--- config.mk ---
export PLATFORM = sky130hd
export DESIGN_NAME = pmx_top
export DESIGN_NICKNAME = d
export VERILOG_FILES = /design/src/inc/pmx_pkg.sv /design/src/logic/pmx_top.sv
export SDC_FILE = /design/constraint.sdc
export NUM_CORES = 1
export LEC_CHECK = 0
export ABC_AREA = 1
export BUFFER_PORTS_ARGS = -buffer_cell sky130_fd_sc_hd__buf_2
export CORE_MARGIN = 10
export CORE_UTILIZATION = 48
export DETAILED_ROUTE_END_ITERATION = 16
export PLACE_DENSITY = 0.72
export SYNTH_ARGS = -nofsm -noshare
export SYNTH_HDL_FRONTEND = slang
export SYNTH_SLANG_ARGS = --single-unit
--- constraint.sdc ---
create_clock -name sys_clk -period 1.8 [get_ports sys_clk]
set_input_delay 0.09 -clock sys_clk [delete_from_list [all_inputs] [get_ports sys_clk]]
set_output_delay 0.09 -clock sys_clk [all_outputs]
set_load 0.02 [all_outputs]
--- src/inc/pmx_pkg.sv ---
/*
  constants, field layouts and carrier structs for the seven-line pin port with function mux.
  assumes a single 250 MHz clock, synchronous active-high reset and an avalon-mm register slave.
*/
package pmx_pkg;
  localparam int         PMX_PINS       = 7;
  localparam int         PMX_AW         = 6;
  // byte offsets of the register map
  localparam logic [5:0] PMX_A_DIR      = 6'h00;
  localparam logic [5:0] PMX_A_IN       = 6'h04;
  localparam logic [5:0] PMX_A_OUT      = 6'h08;
  localparam logic [5:0] PMX_A_DEB      = 6'h0c;
  localparam logic [5:0] PMX_A_GEN      = 6'h10;
  localparam logic [5:0] PMX_A_CLR      = 6'h14;
  localparam logic [5:0] PMX_A_SET      = 6'h18;
  localparam logic [5:0] PMX_A_PULL1    = 6'h1c;
  localparam logic [5:0] PMX_A_PULL2    = 6'h20;
  localparam logic [5:0] PMX_A_OD       = 6'h24;
  localparam logic [5:0] PMX_A_FSEL1    = 6'h28;
  localparam logic [5:0] PMX_A_FSEL2    = 6'h2c;
  localparam logic [5:0] PMX_A_RISE     = 6'h30;
  localparam logic [5:0] PMX_A_FALL     = 6'h34;
  localparam logic [5:0] PMX_A_MASK     = 6'h38;
  localparam logic [5:0] PMX_A_STAT     = 6'h3c;
  // reset values
  localparam logic [7:0] PMX_RST_ZERO   = 8'h00;
  localparam logic [7:0] PMX_RST_MASK   = 8'h7f;
  // debounce: time in microseconds and derived cycle count at 250 MHz
  localparam int         PMX_DEB_US     = 1;
  localparam int         PMX_CLK_MHZ    = 250;
  localparam int         PMX_DEB_CYC    = PMX_DEB_US * PMX_CLK_MHZ;
  localparam int         PMX_DEB_W      = 8;
  // function select field: two bits per pin, fsel1 holds pins 0..3, fsel2 pins 4..6
  localparam int         PMX_FS_W       = 2;
  typedef enum logic [1:0] {
    PMX_FN_GPIO = 2'b00,
    PMX_FN_ALT1 = 2'b01,
    PMX_FN_ALT2 = 2'b10,
    PMX_FN_ALT3 = 2'b11
  } pmx_fn_e;
  // pad drive carrier
  typedef struct packed {
    logic [6:0] o;
    logic [6:0] oe;
    logic [6:0] pu;
    logic [6:0] pd;
  } pmx_pad_s;
  // secondary function inputs seen by the rest of the device
  typedef struct packed {
    logic power_down_input;
    logic peripheral_request_1;
    logic peripheral_request_2;
    logic reset_input;
    logic warm_reset_input;
    logic bus_supply_sense;
    logic switcher_clock_sync_input;
    logic hold_power_input;
    logic sleep_request_input;
    logic second_port_data_in;
    logic second_port_clock_in;
  } pmx_alt_in_s;
  // secondary function outputs from the rest of the device
  typedef struct packed {
    logic ext_regulator_enable_1;
    logic ext_regulator_enable_2;
    logic ext_regulator_enable_3;
    logic outputs_valid_indicator;
    logic second_port_data_o;
    logic second_port_data_oe;
    logic second_port_clock_o;
    logic second_port_clock_oe;
  } pmx_alt_out_s;
  // secondary line configuration held elsewhere in the device
  typedef struct packed {
    logic [6:0] pu;
    logic [6:0] pd;
    logic [6:0] od;
  } pmx_alt_cfg_s;
endpackage

--- src/logic/pmx_top.sv ---
/*
  seven-line pin port: primary gpio registers, secondary function mux, edge events.
  assumes pad inputs synchronous to sys_clk, an avalon-mm master and the power sequencer
  and serial port supplying secondary outputs and line configuration.
*/
`timescale 1ns/1ps
module pmx_top
  import pmx_pkg::*;
(
  input  wire logic                   sys_clk,          // 250 MHz clock
  input  wire logic                   rst,              // sync reset, active high
  input  wire logic [PMX_AW-1:0]      avs_address,      // byte address
  input  wire logic                   avs_read,         // read request
  input  wire logic                   avs_write,        // write request
  input  wire logic [31:0]            avs_writedata,    // write data
  input  wire logic [3:0]             avs_byteenable,   // byte lanes
  output logic      [31:0]            avs_readdata,     // read data
  output logic                        avs_waitrequest,  // stall
  input  wire logic [PMX_PINS-1:0]    pad_i,            // pad input levels
  output logic      [PMX_PINS-1:0]    pad_o,            // pad output levels
  output logic      [PMX_PINS-1:0]    pad_oe,           // pad output enable
  output logic      [PMX_PINS-1:0]    pad_pu,           // pullup enable
  output logic      [PMX_PINS-1:0]    pad_pd,           // pulldown enable
  input  wire pmx_alt_out_s           alt_out,          // secondary outputs
  input  wire pmx_alt_cfg_s           alt_cfg,          // secondary line config
  output pmx_alt_in_s                 alt_in_ff,        // secondary inputs
  output logic      [PMX_PINS-1:0]    pin_event_ff,     // pending pin events
  output logic      [PMX_PINS-1:0]    wake_event_ff,    // wake pulse per pin
  output logic                        switch_on_req_ff  // switch-on from off
);

  logic [7:0]            pin_direction_ff;
  logic [7:0]            pin_output_value_ff;
  logic [7:0]            pin_debounce_enable_ff;
  logic [7:0]            pin_global_enable_ff;
  logic [7:0]            pin_pull_config_1_ff;
  logic [7:0]            pin_pull_config_2_ff;
  logic [7:0]            pin_open_drain_enable_ff;
  logic [7:0]            function_select_1_ff;
  logic [7:0]            function_select_2_ff;
  logic [7:0]            rise_detect_config_ff;
  logic [7:0]            fall_detect_config_ff;
  logic [7:0]            pin_event_mask_ff;
  logic [PMX_PINS-1:0]   level_ff;
  logic [PMX_PINS-1:0]   level_d_ff;
  logic [PMX_PINS-1:0]   raw_d_ff;
  logic [PMX_PINS-1:0]   is_gpio;
  logic [PMX_PINS-1:0]   rise_ev;
  logic [PMX_PINS-1:0]   fall_ev;
  logic [PMX_PINS-1:0]   hit;
  logic [PMX_PINS-1:0]   stat_clr;
  logic [PMX_PINS-1:0]   gpio_drive;
  logic [PMX_PINS-1:0]   gpio_oe;
  logic [PMX_PINS-1:0]   gpio_o;
  logic [PMX_PINS-1:0]   alt_drv_oe;
  logic [PMX_PINS-1:0]   alt_drv_o;
  logic [PMX_PINS-1:0]   nxt_pad_oe;
  logic [PMX_PINS-1:0]   nxt_pad_o;
  logic [PMX_PINS-1:0]   nxt_pad_pu;
  logic [PMX_PINS-1:0]   nxt_pad_pd;
  logic [PMX_DEB_W-1:0]  deb_cnt_ff [PMX_PINS];
  logic [2*PMX_PINS-1:0] fsel_all;
  logic [7:0]            rd_mux;
  logic [7:0]            wdata;
  logic                  wr_go;
  logic                  rd_go;
  logic                  acc_done_ff;
  pmx_alt_in_s           nxt_alt_in;

  localparam logic [PMX_DEB_W-1:0] DEB_LAST = PMX_DEB_W'(PMX_DEB_CYC - 1);

  // one wait state per access; a write lands only at the edge that sees waitrequest low,
  // so a master that gives up early never leaves a half-done write behind
  assign wr_go = avs_write & acc_done_ff;
  assign rd_go = avs_read & ~acc_done_ff;
  assign wdata = avs_byteenable[0] ? avs_writedata[7:0] : 8'h00;

  always_ff @(posedge sys_clk) begin
    if (rst) begin
      acc_done_ff     <= 1'b0;
      avs_waitrequest <= 1'b1;
    end else begin
      acc_done_ff     <= (avs_read | avs_write) & ~acc_done_ff;
      avs_waitrequest <= ~((avs_read | avs_write) & ~acc_done_ff);
    end
  end

  // writable control registers; byte lane 0 carries every register
  always_ff @(posedge sys_clk) begin
    if (rst) begin
      pin_direction_ff         <= PMX_RST_ZERO;
      pin_debounce_enable_ff   <= PMX_RST_ZERO;
      pin_global_enable_ff     <= PMX_RST_ZERO;
      pin_pull_config_1_ff     <= PMX_RST_ZERO;
      pin_pull_config_2_ff     <= PMX_RST_ZERO;
      pin_open_drain_enable_ff <= PMX_RST_ZERO;
      function_select_1_ff     <= PMX_RST_ZERO;
      function_select_2_ff     <= PMX_RST_ZERO;
      rise_detect_config_ff    <= PMX_RST_ZERO;
      fall_detect_config_ff    <= PMX_RST_ZERO;
      pin_event_mask_ff        <= PMX_RST_MASK;
    end else if (wr_go && avs_byteenable[0]) begin
      unique case (avs_address)
        PMX_A_DIR:   pin_direction_ff         <= wdata;
        PMX_A_DEB:   pin_debounce_enable_ff   <= wdata;
        PMX_A_GEN:   pin_global_enable_ff     <= wdata;
        PMX_A_PULL1: pin_pull_config_1_ff     <= wdata;
        PMX_A_PULL2: pin_pull_config_2_ff     <= wdata;
        PMX_A_OD:    pin_open_drain_enable_ff <= wdata;
        PMX_A_FSEL1: function_select_1_ff     <= wdata;
        PMX_A_FSEL2: function_select_2_ff     <= wdata;
        PMX_A_RISE:  rise_detect_config_ff    <= wdata;
        PMX_A_FALL:  fall_detect_config_ff    <= wdata;
        PMX_A_MASK:  pin_event_mask_ff        <= wdata;
        default:     ;
      endcase
    end
  end

  // output value: plain write, or atomic set/clear where zero bits keep their value
  always_ff @(posedge sys_clk) begin
    if (rst) begin
      pin_output_value_ff <= PMX_RST_ZERO;
    end else if (wr_go && avs_byteenable[0]) begin
      if (avs_address == PMX_A_OUT) begin
        pin_output_value_ff <= wdata;
      end else if (avs_address == PMX_A_SET) begin
        pin_output_value_ff <= pin_output_value_ff | wdata;
      end else if (avs_address == PMX_A_CLR) begin
        pin_output_value_ff <= pin_output_value_ff & ~wdata;
      end
    end
  end

  // read mux; set/clear read as zero, unmapped reads zero
  always_comb begin
    unique case (avs_address)
      PMX_A_DIR:   rd_mux = pin_direction_ff;
      PMX_A_IN:    rd_mux = {1'b0, level_ff & ~pin_direction_ff[6:0]};
      PMX_A_OUT:   rd_mux = pin_output_value_ff;
      PMX_A_DEB:   rd_mux = pin_debounce_enable_ff;
      PMX_A_GEN:   rd_mux = pin_global_enable_ff;
      PMX_A_PULL1: rd_mux = pin_pull_config_1_ff;
      PMX_A_PULL2: rd_mux = pin_pull_config_2_ff;
      PMX_A_OD:    rd_mux = pin_open_drain_enable_ff;
      PMX_A_FSEL1: rd_mux = function_select_1_ff;
      PMX_A_FSEL2: rd_mux = function_select_2_ff;
      PMX_A_RISE:  rd_mux = rise_detect_config_ff;
      PMX_A_FALL:  rd_mux = fall_detect_config_ff;
      PMX_A_MASK:  rd_mux = pin_event_mask_ff;
      PMX_A_STAT:  rd_mux = {1'b0, pin_event_ff};
      default:     rd_mux = 8'h00;
    endcase
  end

  always_ff @(posedge sys_clk) begin
    if (rst) begin
      avs_readdata <= 32'h0;
    end else if (rd_go) begin
      avs_readdata <= {24'h0, rd_mux};
    end
  end

  // two-bit function code per pin; zero selects the general purpose function
  assign fsel_all = {function_select_2_ff[5:0], function_select_1_ff};
  always_comb begin
    for (int i = 0; i < PMX_PINS; i++) begin
      is_gpio[i] = (fsel_all[PMX_FS_W*i +: PMX_FS_W] == PMX_FN_GPIO);
    end
  end

  // per-pin debounce on general purpose pins: the level follows the pad only once it has held steady
  always_ff @(posedge sys_clk) begin
    if (rst) begin
      raw_d_ff <= '0;
      level_ff <= '0;
      for (int i = 0; i < PMX_PINS; i++) begin
        deb_cnt_ff[i] <= '0;
      end
    end else begin
      raw_d_ff <= pad_i;
      for (int i = 0; i < PMX_PINS; i++) begin
        if (!pin_debounce_enable_ff[i] || !is_gpio[i]) begin
          level_ff[i]   <= pad_i[i];
          deb_cnt_ff[i] <= '0;
        end else if (pad_i[i] != raw_d_ff[i]) begin
          deb_cnt_ff[i] <= '0;
        end else if (deb_cnt_ff[i] == DEB_LAST) begin
          level_ff[i]   <= raw_d_ff[i];
        end else begin
          deb_cnt_ff[i] <= deb_cnt_ff[i] + PMX_DEB_W'(1);
        end
      end
    end
  end

  // edges on the filtered level, qualified by function, global enable and edge config
  assign rise_ev = level_ff & ~level_d_ff & rise_detect_config_ff[6:0];
  assign fall_ev = ~level_ff & level_d_ff & fall_detect_config_ff[6:0];
  assign hit = (rise_ev | fall_ev) & is_gpio & pin_global_enable_ff[6:0];

  // clear-on-write of one bits; a new event in the same cycle wins over the clear
  assign stat_clr = (wr_go && avs_byteenable[0] && avs_address == PMX_A_STAT) ?
                    wdata[6:0] : '0;

  always_ff @(posedge sys_clk) begin
    if (rst) begin
      level_d_ff    <= '0;
      pin_event_ff  <= '0;
      wake_event_ff <= '0;
    end else begin
      level_d_ff    <= level_ff;
      // masked events are dropped, not stored for later
      pin_event_ff  <= (pin_event_ff & ~stat_clr) | (hit & ~pin_event_mask_ff[6:0]);
      wake_event_ff <= hit;
    end
  end

  // pins 2 and 4 sit in the io supply domain and cannot switch the device on
  always_ff @(posedge sys_clk) begin
    if (rst) begin
      switch_on_req_ff <= 1'b0;
    end else begin
      switch_on_req_ff <= |(hit & 7'h6b);
    end
  end

  // secondary drive per pin; function codes follow the order of each pin's list
  always_comb begin
    alt_drv_oe = '0;
    alt_drv_o  = '0;
    // pin 0: code 3 is regulator enable 1
    if (fsel_all[1:0] == PMX_FN_ALT3) begin
      alt_drv_oe[0] = 1'b1;
      alt_drv_o[0]  = alt_out.ext_regulator_enable_1;
    end
    // pin 2: code 2 is the second port data line, driven by that port
    if (fsel_all[5:4] == PMX_FN_ALT2) begin
      alt_drv_oe[2] = alt_out.second_port_data_oe;
      alt_drv_o[2]  = alt_out.second_port_data_o;
    end
    // pin 3: code 2 is regulator enable 1
    if (fsel_all[7:6] == PMX_FN_ALT2) begin
      alt_drv_oe[3] = 1'b1;
      alt_drv_o[3]  = alt_out.ext_regulator_enable_1;
    end
    // pin 4: code 1 regulator enable 2, code 2 second port clock line
    if (fsel_all[9:8] == PMX_FN_ALT1) begin
      alt_drv_oe[4] = 1'b1;
      alt_drv_o[4]  = alt_out.ext_regulator_enable_2;
    end else if (fsel_all[9:8] == PMX_FN_ALT2) begin
      alt_drv_oe[4] = alt_out.second_port_clock_oe;
      alt_drv_o[4]  = alt_out.second_port_clock_o;
    end
    // pin 5: code 2 regulator enable 3
    if (fsel_all[11:10] == PMX_FN_ALT2) begin
      alt_drv_oe[5] = 1'b1;
      alt_drv_o[5]  = alt_out.ext_regulator_enable_3;
    end
    // pin 6: code 2 outputs valid, code 3 regulator enable 3
    if (fsel_all[13:12] == PMX_FN_ALT2) begin
      alt_drv_oe[6] = 1'b1;
      alt_drv_o[6]  = alt_out.outputs_valid_indicator;
    end else if (fsel_all[13:12] == PMX_FN_ALT3) begin
      alt_drv_oe[6] = 1'b1;
      alt_drv_o[6]  = alt_out.ext_regulator_enable_3;
    end
  end

  // primary drive: open drain only pulls low, releasing the line for a one
  assign gpio_drive = pin_direction_ff[6:0] & pin_global_enable_ff[6:0];
  assign gpio_oe = gpio_drive & (~pin_open_drain_enable_ff[6:0] |
                                 ~pin_output_value_ff[6:0]);
  assign gpio_o  = pin_output_value_ff[6:0] & ~pin_open_drain_enable_ff[6:0];

  // pad controls: secondary pins take only their own config set
  always_comb begin
    for (int i = 0; i < PMX_PINS; i++) begin
      if (is_gpio[i]) begin
        nxt_pad_oe[i] = gpio_oe[i];
        nxt_pad_o[i]  = gpio_o[i];
        nxt_pad_pu[i] = pin_pull_config_1_ff[i];
        nxt_pad_pd[i] = pin_pull_config_2_ff[i] & ~pin_pull_config_1_ff[i];
      end else begin
        nxt_pad_oe[i] = alt_drv_oe[i] & ~(alt_cfg.od[i] & alt_drv_o[i]);
        nxt_pad_o[i]  = alt_drv_o[i] & ~alt_cfg.od[i];
        nxt_pad_pu[i] = alt_cfg.pu[i];
        nxt_pad_pd[i] = alt_cfg.pd[i] & ~alt_cfg.pu[i];
      end
    end
  end

  always_ff @(posedge sys_clk) begin
    if (rst) begin
      pad_oe <= '0;
      pad_o  <= '0;
      pad_pu <= '0;
      pad_pd <= '0;
    end else begin
      pad_oe <= nxt_pad_oe;
      pad_o  <= nxt_pad_o;
      pad_pu <= nxt_pad_pu;
      pad_pd <= nxt_pad_pd;
    end
  end

  // secondary inputs: idle high for active-low style inputs is left to the consumer
  always_comb begin
    nxt_alt_in = '0;
    nxt_alt_in.power_down_input          = (fsel_all[1:0] == PMX_FN_ALT1) & level_ff[0];
    nxt_alt_in.peripheral_request_2      = ((fsel_all[1:0] == PMX_FN_ALT2) & level_ff[0]) |
                                           ((fsel_all[7:6] == PMX_FN_ALT1) & level_ff[3]);
    nxt_alt_in.reset_input               = (fsel_all[3:2] == PMX_FN_ALT1) & level_ff[1];
    nxt_alt_in.warm_reset_input          = (fsel_all[3:2] == PMX_FN_ALT2) & level_ff[1];
    nxt_alt_in.bus_supply_sense          = (fsel_all[3:2] == PMX_FN_ALT3) & level_ff[1];
    nxt_alt_in.peripheral_request_1      = (fsel_all[5:4] == PMX_FN_ALT1) & level_ff[2];
    nxt_alt_in.second_port_data_in       = (fsel_all[5:4] == PMX_FN_ALT2) & level_ff[2];
    nxt_alt_in.switcher_clock_sync_input = (fsel_all[7:6] == PMX_FN_ALT3) & level_ff[3];
    nxt_alt_in.second_port_clock_in      = (fsel_all[9:8] == PMX_FN_ALT2) & level_ff[4];
    nxt_alt_in.hold_power_input          = (fsel_all[11:10] == PMX_FN_ALT1) & level_ff[5];
    nxt_alt_in.sleep_request_input       = (fsel_all[13:12] == PMX_FN_ALT1) & level_ff[6];
  end

  always_ff @(posedge sys_clk) begin
    if (rst) begin
      alt_in_ff <= '0;
    end else begin
      alt_in_ff <= nxt_alt_in;
    end
  end

endmodule

# == After elaboration in Yosys (flattened, before gate mapping) ==
# Memory sizes are Yosys's and may differ from the RTL's.
# Index checks and enable logic that the tools add are counted.
# W data, S select, Z words.
# word_totals
reg_bits,181
mem_bits_rw,56
input_bits,82
out_inout_bits,87
elab_cells,466
memories,1
# memory_table
name,words,width,rd,rd_ports_with_merged_regs,wr,line,rtl
deb_cnt_ff,7,8,7,0,7,pmx_top.sv:61,logic [PMX_DEB_W-1:0] deb_cnt_ff [PMX_PINS];
# op_classes
addsub,7
eq_ne,54
n_mux,176
bitwise,124
n_reduce_logical,60
# ops
operator,count
$mux W8,25
$mux W1,149
$pmux W8 S14,1
$and A7 B7 Y7,12
$add A8 B1 Y8 const B,7
$eq A8 B8 Y1 const B,7
$not A7 Y7,7
$eq A6 B6 Y1 const B,8
$and A1 B1 Y1,47
$reduce_and A2 Y1,19
$not A1 Y1,29
$eq A6 B5 Y1 const B,4
$or A1 B1 Y1,23
$eq A2 B2 Y1 const B,11
$or A7 B7 Y7,3
$eq A2 B1 Y1 const B,7
$logic_not A1 Y1,14
$logic_not A2 Y1,7
$ne A2 B2 Y1 const B,7
$reduce_bool A2 Y1,7
$eq A6 B4 Y1 const B,2
$and A8 B8 Y8,1
$not A8 Y8,1
$or A8 B8 Y8,1
other kinds (9),22

# == Logic depth before layout (Yosys ltp) ==
# logic_depth
depth_word,9
depth_mapped,12
depth_no_buf,11

# == Worst setup path after synthesis ==
# Ideal clock, no wire load.
# synth_path
kind,register to register
start,memory deb_cnt_ff[2][1]
end,memory deb_cnt_ff[2][0] (enable)
setup_ns,0.352
arrival_time_ns,1.438
required_time_ns,1.448
slack_ns,0.010
stages_incl_launch_ff,8
path_buffers,0
synth_period_minus_slack_ns,1.790
path_cell_list,edfxtp_1 -> inv_1 -> ha_1 -> nand2_1 -> nor3_1 -> nand3_1 -> nand3_1 -> nand4_1
# synth_rtl
item,line
from (decl),pmx_top.sv:61

==> impl_metrics.json <==
{
  "power_frac_seq_pct": 49.2,
  "wl_per_cell_um": 16.3,
  "cp-start-kind": "register",
  "via_per_inst": 5.23,
  "fin_crit_sh_pct": 95.7,
  "fp.dieW_um": 172,
  "ir_worst_vdd_uv": 706,
  "required_ns": 2.18,
  "cp_slowest_cell": "nor3_1",
  "syn_area_per_cell_um2": 7.69,
  "n_antenna_cell": 0,
  "worst_clock_skew_ns": 0.0123,
  "yosysSeqAreaShare_pct": 47.9,
  "cpPeakStageDelay_ns": 0.44,
  "clk_pin_slew_ns": 0.06,
  "synth-edff-count": 56,
  "placed_cells": 1859,
  "io_buffers": 116,
  "grt_start_max_net_pins": 62,
  "syn_inst": 1439,
  "max_slew_margin_pct": 63.3,
  "p_sw_share_pct": 22.4,
  "cts_tree": "yes",
  "rrSetupSlack_ns": 0.08,
  "end_kind": "register",
  "ys_ff_latch": 237,
  "crit_chain": "nor2_1 > inv_1 > nor3_1 > nand3b_1 > buf_4 > nor3_1",
  "power.switching_uw": 2500,
  "p_int_uw": 8630,
  "crit_fanout": 8,
  "ys_warn_count": 0,
  "grt_overflow": 0,
  "crit_arrival_ns": 2.10,
  "pre_cts_ws_ns": -0.0666,
  "grt_pass1_vias": 9809,
  "cellPowerDensity_mw_per_mm2": 821,
  "fin_ws_ns": 0.0768,
  "synthFlopType": "dfxtp_1",
  "hold_viol_final": 0,
  "synth_top_cell_by_area": "dfxtp_1",
  "synth_cell_type_count": 36,
  "synth_top_area_share_pct": 32.7,
  "worstHoldStart": "avs_writedata[2]",
  "fmax_mhz": 580,
  "period_minus_slack_ns": 1.72,
  "worstSkewPairLatency_ns": 0.53,
  "synth_common_cells": "211 x nor2_1, 210 x nand2_1, 186 x inv_1",
  "routed_wl_um": 31800,
  "cts_buffers": 26,
  "r2r-start": "function_select_1_ff[6]",
  "startpoint": "function_select_1_ff[6]",
  "initial_utilization_pct": 48.9,
  "routabilityCongestion": 0.970,
  "fin_cells": 1955,
  "pwr-share-clk_pct": 45.8,
  "drive_gt1_share_pct": 15.5,
  "root_buffer": "clkbuf_16",
  "htree_levels": 1,
  "pin_count": 169,
  "synth_area_mm2": 0.0111,
  "die_area_mm2": 0.0295,
  "dr.pass1.iters": 5,
  "critPathKind": "register to register",
  "cts.sinks": 237,
  "hpwl_um": 23000,
  "combPwrFrac_pct": 5.0,
  "drc": 0,
  "vias": 10200,
  "cp_common_cell": "nor3_1",
  "antenna_found_initial": 1,
  "synth_area_leaders": "dfxtp_1 33%, edfxtp_1 15%, nor2_1 7.2%",
  "status": "finished clean",
  "drt_iter0_markers": 1019,
  "slew_violations": 0,
  "die_y_um": 172,
  "drtAntennaViolNets": 0,
  "leakagePower_uw": 0.00586,
  "core_mm2": 0.0226,
  "finalSetupViolCount": 0,
  "worstHoldPathType": "primary input to register",
  "synth_most_common_cell": "nor2_1",
  "nets": 1746,
  "area_growth_pct": 22.4,
  "grt_pass1_wl_um": 50200,
  "cap_viol_max_count": 0,
  "synthArstFlopShare_pct": 0,
  "grt_usage_pct": 21.2,
  "max-clock-path-buffers": 3,
  "worstMarginPinSlew_ns": 0.546,
  "floorplan.rows": 55
}
[stage by stage]
step	power (µW)	hold slack, ns	util [%]	TNS, ns	cell area [µm²]
floorplan	5900	0.208	-	0	11200
global placement	6060	0.338	54.0	-0.0445	12200
detailed placement	6070	0.346	54.0	-0.532	12200
CTS	11200	0.00443	59.5	0	13500
global route	11400	0.0193	59.8	-0.474	13500
finish	11100	0.0102	59.8	0	13500
[layer usage]
layer / global-route usage (%) / vias to the layer above / routed length [µm]
met1: 27.1 / 4654 / 13300
met3: 3.42 / 84 / 2560
met2: 34.7 / 382 / 14700
met4: 9.07 / 2 / 1280
met5: 0 / - / 11
li1: - / 5111 / -
[worst max-delay path: cells and delay by family (launching register included)]
kind                   cells  cell delay, ns
buffers and inverters      2            0.32
flip-flops                 1            0.36
AND/OR/NAND/NOR            4            0.89
[power groups by stage]
stage	Combinational [µW]	Sequential [µW]	Clock (µW)
global placement	471	5590	0
floorplan	314	5590	0
CTS	542	5470	5150
detailed placement	478	5590	0
global route	602	5470	5370
finish	556	5470	5090
[layout make-up]
cell class	instances	area, µm²
Timing Repair Buffer	231	1620
Tap cell	285	357
Clock inverter	8	65.1
Clock buffer	40	744
Sequential cell	237	5310
Inverter	189	709
Fill cell	1995	9100
Multi-Input combinational cell	965	4740
[flip-flops by register name, indices dropped and copies added (netlist names), 8 cells and up, named ones only]
name / flops
deb_cnt_ff: 56
alt_in_ff: 11
avs_readdata: 8
fall_detect_config_ff: 8
function_select_1_ff: 8
function_select_2_ff: 8
pin_debounce_enable_ff: 8
pin_direction_ff: 8
pin_event_mask_ff: 8
pin_global_enable_ff: 8
pin_open_drain_enable_ff: 8
pin_pull_config_1_ff: 8
pin_pull_config_2_ff: 8
rise_detect_config_ff: 8
[cells in the final DEF, fill, tap and decap left out, drive strengths merged]
cell,instances
a32o,1
a21oi,140
edfxtp,56
o22ai,3
o211ai,8
a2111oi,3
o31ai,3
o2111ai,5
nand3b,4
a21o,3
or2,7
nand3,91
o21ai,124
dlygate4sd3,44
clkbuf,40
buf,187
nand4,29
nor2,227
bufinv,1
dfxtp,181
nor3,31
conb,24
clkinv,6
xnor2,10
xor2,15
ha,14
and3,1
nor3b,3
nor4,6
nand2,210
inv,190
o21a,3
[kinds of logic (layout without fill, tap and decap cells)]
group | count (synthesis) | count (layout) | synth area share, %
other | 1 | 24 | 0.0339
xor gates and xnor gates | 25 | 25 | 1.98
DFF | 237 | 237 | 47.9
buffers and inverters | 260 | 468 | 10.3
AOI/OAI and AO/OA | 293 | 293 | 14.0
adders and majority gates | 14 | 14 | 1.58
and+or+nand+nor | 609 | 609 | 24.2
[what timing repair did]
item | 4_1_cts | 5_1_grt
hold buffers | 44 | 0
buffers inserted | 1 | 3
endpoints found under the hold margin | 44 | 0
setup endpoints to repair | 13 | 45
pin swaps | 1 | 3
resized for setup | 1 | 9
[worst paths after layout]
check / endpoint / depth (start not counted)
max: deb_cnt_ff[3][2] / 6
min: fall_detect_config_ff[2] / 3
max reg2reg: deb_cnt_ff[3][2] / 6
min reg2reg: avs_readdata[4] / 2
Note: power is estimated with default switching activity, not from simulation.
